**config.mk**
```make
export PLATFORM = sky130hd
export DESIGN_NAME = cond_indirect_branch_compute
export DESIGN_NICKNAME = d
export VERILOG_FILES = /design/src/include/cib_pkg.sv /design/src/rtl/cond_indirect_branch_compute.sv
export VERILOG_INCLUDE_DIRS = /design/src /design/src/include
export SDC_FILE = /design/constraint.sdc
export NUM_CORES = 2
export LEC_CHECK = 0
export BUFFER_PORTS_ARGS = -buffer_cell sky130_fd_sc_hd__buf_4
export CAP_MARGIN = 10
export CORE_MARGIN = 1.5
export CORE_UTILIZATION = 42
export DETAILED_ROUTE_END_ITERATION = 12
export SLEW_MARGIN = 20
export SYNTH_ARGS = -nofsm -noshare
export SYNTH_HDL_FRONTEND = slang
export SYNTH_SLANG_ARGS = --single-unit
export TNS_END_PERCENT = 50
```
**constraint.sdc**
```tcl
create_clock -name clk -period 7.55 [get_ports clk]
set_input_delay 0.755 -clock clk [delete_from_list [all_inputs] [get_ports clk]]
set_output_delay 0.755 -clock clk [all_outputs]
set_load 0.01 [all_outputs]
```
**src/include/cib_map.svh**
```systemverilog
`ifndef CIB_MAP_SVH
`define CIB_MAP_SVH

// APB register byte offsets
`define CIB_CTRL_OFS 12'h000
`define CIB_PC_OFS 12'h004
`define CIB_STATUS_OFS 12'h008
`define CIB_LATCH_OFS 12'h00C
`define CIB_MASKPTR_OFS 12'h010
`define CIB_INDEX_BASE 12'h040
`define CIB_MODIFY_BASE 12'h080
// Control bit positions
`define CIB_CTRL_PAIRED 0
`define CIB_CTRL_BCAST1 1
`define CIB_CTRL_BCAST9 2
// Reset values
`define CIB_CTRL_RST 3'h0
`define CIB_PC_RST 24'h00_0000
`define CIB_WORD_RST 32'h0000_0000
`define CIB_STATUS_RST 2'h0
// Instruction word field positions
`define CIB_F_TYPE_MSB 47
`define CIB_F_TYPE_LSB 44
`define CIB_F_CALL 43
`define CIB_F_PCREL 42
`define CIB_F_DELAYED 41
`define CIB_F_LOOPABORT 40
`define CIB_F_CLEARINT 39
`define CIB_F_ELSE 38
`define CIB_F_COND_MSB 37
`define CIB_F_COND_LSB 33
`define CIB_F_BIDX_MSB 32
`define CIB_F_BIDX_LSB 29
`define CIB_F_BMOD_MSB 28
`define CIB_F_BMOD_LSB 25
`define CIB_F_REL_MSB 24
`define CIB_F_REL_LSB 19
`define CIB_F_DIDX_MSB 18
`define CIB_F_DIDX_LSB 15
`define CIB_F_DMOD_MSB 14
`define CIB_F_DMOD_LSB 11
`define CIB_F_DMWRITE 10
`define CIB_F_DREG_MSB 9
`define CIB_F_DREG_LSB 6
`define CIB_F_COMPUTE 5
// Opcode and condition codes
`define CIB_TYPE_BRANCH_COMP 4'h9
`define CIB_TYPE_BRANCH_DM 4'hA
`define CIB_COND_NONE 5'h1F
// Index registers whose broadcast read skips the Y offset
`define CIB_BCAST_IDX1 4'h1
`define CIB_BCAST_IDX9 4'h9

`endif

```
**src/include/cib_pkg.sv**
```systemverilog
package cib_pkg;

  // Encoding width taken from the type suffix
  typedef enum logic [1:0] {
    WIDTH_FULL48 = 2'b00,
    WIDTH_MID32 = 2'b01,
    WIDTH_SHORT16 = 2'b10
  } width_t;

  typedef struct packed {
    logic take;
    logic [23:0] target;
    logic call;
    logic delayed;
    logic popLoop;
    logic popPc;
    logic clearInt;
  } branch_t;

  typedef struct packed {
    logic computeX;
    logic computeY;
    logic shadowResult;
  } peop_t;

  typedef struct packed {
    logic accessX;
    logic accessY;
    logic write;
    logic [3:0] dreg;
    logic [31:0] addrX;
    logic [31:0] addrY;
  } dmop_t;

endpackage

```
**src/rtl/cond_indirect_branch_compute.sv**
```systemverilog
// Register access over APB and the register addresses were decided locally.
`timescale 1ns/1ps
`include "cib_map.svh"
// What this block does
// RQ1: PC-relative offset is 6-bit signed, added to PC
// RQ2: Indirect target is index plus modify, index kept
// RQ3: Delayed modifier starts a delayed branch
// RQ4: Loop abort on taken jump pops stacks
// RQ5: Repeat of in-service interrupt is not latched
// RQ6: Clear-interrupt jump clears latch and mask bits
// RQ7: Single mode takes branch if true or unconditional
// RQ8: Plain compute runs alongside the branch
// RQ9: Else compute runs when false, needs condition
// RQ10: Paired mode branches on AND of both conditions
// RQ11: Paired plain compute per element when true
// RQ12: Paired else compute per element when false
// RQ13: Y element targets complementary shadow registers
// RQ14: Short form drops the compute field
// RQ15: Data-move form jumps if true, else transfers
// RQ16: Data-move form refuses modifiers, needs condition/else
// RQ17: Data access post-modifies index with writeback
// RQ18: Data-move form only in full-width encoding
// RQ19: Paired data-move transfers in both elements
// RQ20: Type suffix selects 48, 32 or 16 bits
// RQ21: Paired Y data address is index plus one
// RQ22: Broadcast bit drops the plus one
// RQ23: Paired else-path transfer per element when false
// RQ24: One condition result drives all actions
module cond_indirect_branch_compute #(
  parameter int DATA_W = 32
) (
  input wire logic clk,
  input wire logic rst_n,
  input wire logic psel,
  input wire logic penable,
  input wire logic pwrite,
  input wire logic [11:0] paddr,
  input wire logic [31:0] pwdata,
  output logic [31:0] prdata,
  output logic pready,
  output logic pslverr,
  input wire logic instrValid,
  input wire logic [47:0] instrWord,
  input wire cib_pkg::width_t instrWidth,
  output logic [4:0] condCode,
  input wire logic condX,
  input wire logic condY,
  input wire logic [31:0] irqReq,
  input wire logic irqEnter,
  input wire logic [4:0] irqIndex,
  input wire logic [4:0] curIrq,
  output cib_pkg::branch_t branch,
  output cib_pkg::peop_t peOp,
  output cib_pkg::dmop_t dmOp,
  output logic illegal
);

  logic [DATA_W-1:0] indexReg [16];
  logic [DATA_W-1:0] modifyReg [16];
  logic [2:0] ctrl;
  logic [23:0] pc;
  logic [31:0] irqLatch;
  logic [31:0] maskPtr;
  logic [1:0] status;

  // Register-file address decode, shared by read and write paths
  function automatic logic inBank(input logic [11:0] a,
                                  input logic [11:0] base);
    inBank = (a[11:6] == base[11:6]) && (a[1:0] == 2'b00);
  endfunction

  // Instruction fields
  logic [3:0] opType;
  logic [4:0] cond;
  logic [3:0] bIdx, bMod, dIdx, dMod;
  logic [5:0] rel;
  logic isBranchComp, isBranchDm, noCond, elseQ, compField;
  assign opType = instrWord[`CIB_F_TYPE_MSB:`CIB_F_TYPE_LSB];
  assign cond = instrWord[`CIB_F_COND_MSB:`CIB_F_COND_LSB];
  assign bIdx = instrWord[`CIB_F_BIDX_MSB:`CIB_F_BIDX_LSB];
  assign bMod = instrWord[`CIB_F_BMOD_MSB:`CIB_F_BMOD_LSB];
  assign dIdx = instrWord[`CIB_F_DIDX_MSB:`CIB_F_DIDX_LSB];
  assign dMod = instrWord[`CIB_F_DMOD_MSB:`CIB_F_DMOD_LSB];
  assign rel = instrWord[`CIB_F_REL_MSB:`CIB_F_REL_LSB];
  assign isBranchComp = opType == `CIB_TYPE_BRANCH_COMP;
  assign isBranchDm = opType == `CIB_TYPE_BRANCH_DM;
  assign noCond = cond == `CIB_COND_NONE;
  assign elseQ = instrWord[`CIB_F_ELSE];
  assign compField = instrWord[`CIB_F_COMPUTE];
  // Condition code goes to both elements in the same cycle
  assign condCode = cond;

  // Legality of form, modifiers and width
  logic badForm;
  always_comb begin
    badForm = 1'b0;
    if (isBranchComp) begin
      // Compact 16-bit form of this type carries no branch target
      if (instrWidth == cib_pkg::WIDTH_SHORT16) begin
        badForm = 1'b1; // [RQ20]
      end
      if (elseQ && noCond) begin
        badForm = 1'b1; // [RQ9]
      end
    end else if (isBranchDm) begin
      if (instrWidth != cib_pkg::WIDTH_FULL48) begin
        badForm = 1'b1; // [RQ18] [RQ20]
      end
      if (instrWord[`CIB_F_DELAYED] || instrWord[`CIB_F_LOOPABORT] ||
          instrWord[`CIB_F_CLEARINT] || noCond || !elseQ) begin
        badForm = 1'b1; // [RQ16]
      end
    end else begin
      badForm = 1'b1;
    end
  end

  // One evaluation per element, reused for every action
  logic paired, cx, cy, takeNow, validOk;
  assign paired = ctrl[`CIB_CTRL_PAIRED];
  assign validOk = instrValid && !badForm;
  assign cx = noCond || condX; // [RQ7] [RQ24]
  assign cy = noCond || condY; // [RQ24]
  assign takeNow = paired ? (cx && cy) : cx; // [RQ10] [RQ7]

  // Compute enables per element
  logic compOn, doX, doY, next_computeX, next_computeY;
  // 32-bit form has no compute field at all
  assign compOn = compField &&
                  !(isBranchComp && instrWidth == cib_pkg::WIDTH_MID32);
  always_comb begin
    doX = 1'b0;
    doY = 1'b0;
    if (isBranchDm || elseQ) begin
      doX = !cx; // [RQ9] [RQ15] [RQ23]
      doY = paired && !cy; // [RQ12] [RQ23]
    end else begin
      doX = cx; // [RQ8] [RQ11]
      doY = paired && cy; // [RQ11]
    end
  end
  assign next_computeX = validOk && compOn && doX; // [RQ14]
  assign next_computeY = validOk && compOn && doY; // [RQ19]

  // Branch target
  logic [23:0] relTarget, idxTarget, next_target;
  logic [DATA_W-1:0] idxSum;
  assign relTarget = pc + {{18{rel[5]}}, rel}; // [RQ1]
  // Sum is only driven out, never written back
  assign idxSum = indexReg[bIdx] + modifyReg[bMod]; // [RQ2]
  assign idxTarget = idxSum[23:0];
  assign next_target = instrWord[`CIB_F_PCREL] ? relTarget : idxTarget;

  // Data access addressing
  logic dmX, dmY, bcast;
  logic [DATA_W-1:0] dataAddr, postMod;
  assign dmX = validOk && isBranchDm && doX; // [RQ15]
  assign dmY = validOk && isBranchDm && doY; // [RQ19] [RQ23]
  assign dataAddr = indexReg[dIdx];
  assign postMod = dataAddr + modifyReg[dMod]; // [RQ17]
  assign bcast = (dIdx == `CIB_BCAST_IDX1 && ctrl[`CIB_CTRL_BCAST1]) ||
                 (dIdx == `CIB_BCAST_IDX9 && ctrl[`CIB_CTRL_BCAST9]);

  // Clear-interrupt event of a taken jump
  logic ciNow, isJump;
  logic [31:0] ciMask;
  assign isJump = !instrWord[`CIB_F_CALL];
  assign ciNow = validOk && takeNow && isJump &&
                 instrWord[`CIB_F_CLEARINT]; // [RQ6]
  assign ciMask = ciNow ? (32'h0000_0001 << curIrq) : 32'h0000_0000;

  // Branch outputs, registered
  always_ff @(posedge clk) begin
    if (!rst_n) begin
      branch <= '0;
    end else begin
      branch.take <= validOk && takeNow;
      branch.target <= next_target;
      branch.call <= validOk && takeNow && !isJump;
      branch.delayed <= validOk && takeNow &&
                        instrWord[`CIB_F_DELAYED]; // [RQ3]
      branch.popLoop <= validOk && takeNow && isJump &&
                        instrWord[`CIB_F_LOOPABORT]; // [RQ4]
      branch.popPc <= validOk && takeNow && isJump &&
                      instrWord[`CIB_F_LOOPABORT]; // [RQ4]
      branch.clearInt <= ciNow; // [RQ6]
    end
  end

  // Element compute outputs; Y writes the shadow copy
  always_ff @(posedge clk) begin
    if (!rst_n) begin
      peOp <= '0;
    end else begin
      peOp.computeX <= next_computeX;
      peOp.computeY <= next_computeY;
      peOp.shadowResult <= next_computeY; // [RQ13]
    end
  end

  // Data transfer outputs
  always_ff @(posedge clk) begin
    if (!rst_n) begin
      dmOp <= '0;
    end else begin
      dmOp.accessX <= dmX;
      dmOp.accessY <= dmY;
      dmOp.write <= instrWord[`CIB_F_DMWRITE];
      dmOp.dreg <= instrWord[`CIB_F_DREG_MSB:`CIB_F_DREG_LSB];
      dmOp.addrX <= dataAddr; // [RQ17]
      dmOp.addrY <= bcast ? dataAddr : dataAddr + 1'b1; // [RQ21] [RQ22]
    end
  end

  always_ff @(posedge clk) begin
    if (!rst_n) begin
      illegal <= 1'b0;
    end else begin
      illegal <= instrValid && badForm; // [RQ16] [RQ18]
    end
  end

  // Program counter follows taken branches, else steps by one
  logic apbWr;
  assign apbWr = psel && penable && pwrite;
  always_ff @(posedge clk) begin
    if (!rst_n) begin
      pc <= `CIB_PC_RST;
    end else if (validOk) begin
      pc <= takeNow ? next_target : pc + 24'h00_0001;
    end else if (apbWr && paddr == `CIB_PC_OFS) begin
      pc <= pwdata[23:0];
    end
  end

  // Index and modify files; post-modify beats a software write
  genvar gi;
  generate
    for (gi = 0; gi < 16; gi++) begin : g_dag
      always_ff @(posedge clk) begin
        if (!rst_n) begin
          indexReg[gi] <= `CIB_WORD_RST;
        end else if ((dmX || dmY) && dIdx == gi) begin
          indexReg[gi] <= postMod; // [RQ17]
        end else if (apbWr && inBank(paddr, `CIB_INDEX_BASE) &&
                     paddr[5:2] == gi) begin
          indexReg[gi] <= pwdata;
        end
      end
      always_ff @(posedge clk) begin
        if (!rst_n) begin
          modifyReg[gi] <= `CIB_WORD_RST;
        end else if (apbWr && inBank(paddr, `CIB_MODIFY_BASE) &&
                     paddr[5:2] == gi) begin
          modifyReg[gi] <= pwdata;
        end
      end
    end
  endgenerate

  // Interrupt latch and mask pointer; sets win over clears
  logic [31:0] swLatchClr, swMaskClr, enterSet, next_mask;
  assign swLatchClr = (apbWr && paddr == `CIB_LATCH_OFS) ?
                      pwdata : 32'h0000_0000;
  assign swMaskClr = (apbWr && paddr == `CIB_MASKPTR_OFS) ?
                     pwdata : 32'h0000_0000;
  assign enterSet = irqEnter ? (32'h0000_0001 << irqIndex) :
                    32'h0000_0000;
  assign next_mask = (maskPtr & ~ciMask & ~swMaskClr) | enterSet; // [RQ6]
  always_ff @(posedge clk) begin
    if (!rst_n) begin
      maskPtr <= `CIB_WORD_RST;
    end else begin
      maskPtr <= next_mask;
    end
  end
  // A repeat while in service is dropped, not held for later
  always_ff @(posedge clk) begin
    if (!rst_n) begin
      irqLatch <= `CIB_WORD_RST;
    end else begin
      irqLatch <= (irqLatch & ~ciMask & ~swLatchClr) |
                  (irqReq & ~(maskPtr & ~ciMask)); // [RQ5] [RQ6]
    end
  end

  // Control and status registers
  always_ff @(posedge clk) begin
    if (!rst_n) begin
      ctrl <= `CIB_CTRL_RST;
    end else if (apbWr && paddr == `CIB_CTRL_OFS) begin
      ctrl <= pwdata[2:0];
    end
  end
  always_ff @(posedge clk) begin
    if (!rst_n) begin
      status <= `CIB_STATUS_RST;
    end else if (instrValid) begin
      status <= {badForm, validOk && takeNow};
    end
  end

  // APB slave: zero wait states, error on unmapped words
  logic mapped;
  logic [31:0] rdMux;
  always_comb begin
    mapped = 1'b1;
    rdMux = 32'h0000_0000;
    if (paddr == `CIB_CTRL_OFS) begin
      rdMux = {29'h0000_0000, ctrl};
    end else if (paddr == `CIB_PC_OFS) begin
      rdMux = {8'h00, pc};
    end else if (paddr == `CIB_STATUS_OFS) begin
      rdMux = {30'h0000_0000, status};
    end else if (paddr == `CIB_LATCH_OFS) begin
      rdMux = irqLatch;
    end else if (paddr == `CIB_MASKPTR_OFS) begin
      rdMux = maskPtr;
    end else if (inBank(paddr, `CIB_INDEX_BASE)) begin
      rdMux = indexReg[paddr[5:2]];
    end else if (inBank(paddr, `CIB_MODIFY_BASE)) begin
      rdMux = modifyReg[paddr[5:2]];
    end else begin
      mapped = 1'b0;
    end
  end
  assign pready = 1'b1;
  assign pslverr = psel && penable && !mapped;
  // Read word caught at the setup edge so it stands through access;
  // a register changed on that same edge reads back its older value
  always_ff @(posedge clk) begin
    if (!rst_n) begin
      prdata <= `CIB_WORD_RST;
    end else if (psel && !penable && !pwrite) begin
      prdata <= rdMux;
    end else begin
      prdata <= `CIB_WORD_RST;
    end
  end
endmodule

```
* Word level (Yosys, flattened, before mapping) *
Memory sizes are Yosys's and may differ from the RTL's.
Index checks and enable logic that the tools add are counted.

word-level totals
  bits in writable memories = 1024
  memories = 2
  bits in registers = 228
  word-level logic and storage cells = 485

memory list
  name       depth  width  rd ports  clocked after memory_dff  wr ports  RTL line                            text
  indexReg   16     32     3         0                         16        cond_indirect_branch_compute.sv:58  logic [DATA_W-1:0] indexReg [16];
  modifyReg  16     32     3         0                         16        cond_indirect_branch_compute.sv:59  logic [DATA_W-1:0] modifyReg [16];

operators by class
  add/sub/neg operators = 5
  reductions and logical operators = 110
  mux-type cells = 241
  eq/ne operators = 41
  shifts and indexed selects = 2
  bitwise logic cells = 61

operators by type and width
  cell                     number
  $mux W32                 57
  $mux W1                  177
  $and A32 B32 Y32         5
  $mux W24                 6
  $not A32 Y32             4
  $logic_and A1 B1 Y1      83
  $eq A4 B4 Y1 const B     18
  $or A32 B32 Y32          2
  $shl A1 B5 Y32 const A   2
  $add A24 B24 Y24         2
  $or A1 B1 Y1             48
  $add A32 B1 Y32 const B  1
  $add A32 B32 Y32         1
  $eq A4 B3 Y1 const B     8
  $add A24 B1 Y24 const B  1
  $eq A12 B4 Y1 const B    2
  $eq A4 B2 Y1 const B     4
  $eq A12 B3 Y1 const B    1
  $eq A12 B5 Y1 const B    1
  $logic_not A12 Y1        1
  $logic_not A1 Y1         9
  $logic_or A1 B1 Y1       9
  $eq A4 B1 Y1 const B     2
  $logic_not A4 Y1         2
  other kinds (12)         14

* Longest topological paths before layout *
  depth in word-level cells = 18
  mapped depth = 24
  gate-level depth less buffers = 18

* Worst setup path after synthesis *
OpenSTA, ideal clock, no wires.

  path kind = input to register
  from = input instrWord[11]
  to = memory indexReg[8][26], data pin
  arrival time = 5.725 ns
  buffers on the path = 5
  setup slack = 1.678 ns
  stages = 17
  cell sequence = buf_1 > clkbuf_1 > buf_1 > mux4_2 > mux4_2 > ha_1 > clkbuf_1 > nand4_1 > or4_1 > a211oi_1 > nor2_1 > o21ai_1 > a21oi_1 > xnor2_1 > clkbuf_1 > nand2_1 > a21oi_1

RTL lines
  item                RTL line                            text
  start: declaration  cond_indirect_branch_compute.sv:43  input wire logic [47:0] instrWord,
  end: declaration    cond_indirect_branch_compute.sv:58

==> flow_summary.yaml <==
place:
  dp_worst_setup_slack_ps: 1110
  hpwl_um: 194000
  port_buffers: 282
  gp_congestion: 0.982
power:
  leakage_nw: 29.2
  powerDensity_mw_per_mm2: 222
  peakVddDrop_mv: 0.240
cts:
  cts_hold_buf: 0
  clkTransAtPathRegs_ps: 60
  numCtsBuffers: 146
  clock_sinks: 1252
  tritoncts: "yes"
  clock-root-buffer: "clkbuf_16"
  post_cts_buffers: 0
  insertion_delay_ps: 830
  cts_max_path_buffers: 3
  post_cts_resized: 0
  htreeDepth: 4
setup_path:
  required_ps: 8100
  worstPathArrival_ps: 6270
  end_kind: "flop"
  path_max_fanout: 67
  crit_path_start_kind: "input port"
  cp-startpoint: "instrWord[15]"
  critical_path_class: "input port to flop"
  r2r_start: "modifyReg[15][0]$_SDFFCE_PN0P_"
yosys:
  ys_async_sr_fraction_pct: 0
  netlist_instances: 5424
  yosysTopAreaCell: "edfxtp_1"
  ys_seq_elements: 1252
  synth.area.top_cells: "edfxtp_1 (41%), mux4_2 (25%), dfxtp_1 (6.1%), a22o_1 (4.9%), and2_1 (4.6%)"
  ys_seq_area_share_pct: 46.9
  postSynthAreaPerCell_um2: 13.9
  synth_top_area_share_pct: 40.8
  synth.distinct_cells: 91
  syn_area_mm2: 0.0754
  syn_nets: 5651
  synth_flop_cell: "edfxtp_1"
  synth_edf_count: 1024
  yosysWarnings: 0
timing:
  clock_skew_ps: 43.2
  hold_violations: 0
  max_slew_margin_pct: 18.8
  rsz0062_at_grt: "false"
  fmax_ghz: 0.175
  finalSetupTns_ps: 0
  finalSetupViolCount: 0
  maxSlewViolCount: 0
  tightest_slew_ps: 1220
  layout_setup_ws_ps: 1840
  final.period_utilization_pct: 75.6
  fin_crit_ps: 5710
floorplanning:
  pin_count: 289
  die_area_mm2: 0.182
  start_util_pct: 42.2
  die_h_um: 427
  die_width_um: 427
  rows: 155
  core_mm2: 0.178
routing:
  wl_per_cell_um: 39.8
  firstDrtPassIters: 8
  vias_per_cell: 7.02
  ant_nets: 0
  drc_errors: 0
  wirelength_um: 315000
  vias: 55600
  drtIter0Drc: 9015
finish:
  area_growth_pct: 12.6
  layout_commonest_cell: "edfxtp_1"
  mostFrequentLayoutCells: "edfxtp_1 (1024), mux4_2 (849), and2_1 (560)"
  nets: 5658
  drive_above_1_share_pct: 29.7
  fin_util_pct: 47.6
grt:
  grt.total_usage_pct: 34.3
  grt_pass1_vias: 53100
  antenna_found_initial: 18
  grt_max_degree: 102
  grt_pass1_wl_um: 430000
  gr-total-overflow: 0
run:
  maxCapViolCount: 0
run_status:
  status: "completed"
min_path:
  holdCritStartpoint: "instrWord[43]"
  hp-class: "input port to flop"
-- sequential cells by signal, indices dropped and copies added, names as in the netlist --
register / count
indexReg: 512
ctrl: 3
pc: 24
prdata: 32
branch: 29
irqLatch: 32
peOp: 2
status: 2
illegal: 1
modifyReg: 512
dmOp: 71
maskPtr: 32
-- layout make-up --
class	count	area, um2
antenna	8	20.0
clock buffer	202	4230
clock inverter	63	463
fill	15400	93500
inverter	46	183
multi-input combinational	3532	38100
sequential	1252	35300
tap	2355	2950
timing repair buffer	453	3640
-- critical path, stage by stage --
cell       delay, ps
clkbuf_8         650
buf_4            400
mux4_1           590
mux4_2           660
ha_1             290
a21oi_1          290
nand2_1           90
a221o_1          390
o2bb2ai_1        220
o21a_1           230
o31a_1           300
o31ai_1          810
buf_4            330
o21ai_0          110
-- cell families after synthesis --
| kind of cell | Yosys count | share of synthesized area (%) |
|---|---|---|
| compound gates | 1050 | 10.4 |
| xor+xnor | 108 | 1.26 |
| fa+ha+maj | 82 | 1.39 |
| buf+inv | 640 | 3.71 |
| flops | 1252 | 46.9 |
| mux | 899 | 26.7 |
| other cells | 1 | 0.00498 |
| simple gates | 1392 | 9.70 |
-- cells in the mapped netlist, types with 21 or more instances --
library cell,n
edfxtp_1,1024
mux4_2,849
and2_1,559
clkbuf_1,422
a22o_1,420
nand2_1,372
dfxtp_1,228
nor2_1,217
o21ai_0,166
a21oi_1,162
ha_1,79
buf_1,78
xnor2_1,73
nand3_1,51
inv_1,45
nor3_1,40
a211o_1,37
buf_2,36
xor2_1,34
a22oi_1,33
a32oi_1,33
a211oi_1,30
buf_4,29
mux4_1,28
a222oi_1,26
buf_6,24
nand2b_1,23
and3_1,21
-- through the flow --
stage / total power [mW] / hold WS, ps / area (um2) / instances
4_1_cts: 18.7 / 89.7 / 84800 / 7903
6_report: 18.8 / 135 / 84900 / 7911
2_1_floorplan: 10.3 / 438 / 75400 / 5424
3_5_place_dp: 11.7 / 485 / 80100 / 7638
3_3_place_gp: 11.7 / 468 / 80000 / 7635
5_1_grt: 19.2 / 125 / 84900 / 7905
-- path summary, 6_finish.rpt --
path / to / slack [ps] / depth (start not counted)
max reg2reg: indexReg[7][28]$_DFFE_PP_ / 2260 / 15
min reg2reg: ctrl[2]$_SDFFE_PN0P_ / 500 / 2
max: indexReg[7][28]$_DFFE_PP_ / 1840 / 14
min: branch[1]$_SDFF_PN0_ / 140 / 2
-- layer usage --
layer | up-vias | share of wire, % | track usage (%)
li1 | 21800 | - | -
met3 | 934 | 13 | 9.63
met2 | 4390 | 43 | 50.3
met5 | - | 0.0079 | 0
met1 | 28500 | 35 | 43.6
met4 | 4 | 8.7 | 25.0
-- report_power, final --
| part | switching [mW] | internal (mW) | total, mW | leakage [nW] |
|---|---|---|---|---|
| Sequential | 0.181 | 7.76 | 7.94 | 12.0 |
| Combinational | 2.40 | 1.39 | 3.79 | 14.9 |
| Clock | 3.02 | 4.09 | 7.11 | 2.33 |
| Total | 5.60 | 13.2 | 18.8 | 29.2 |
Power figures use the tool's default switching activity.
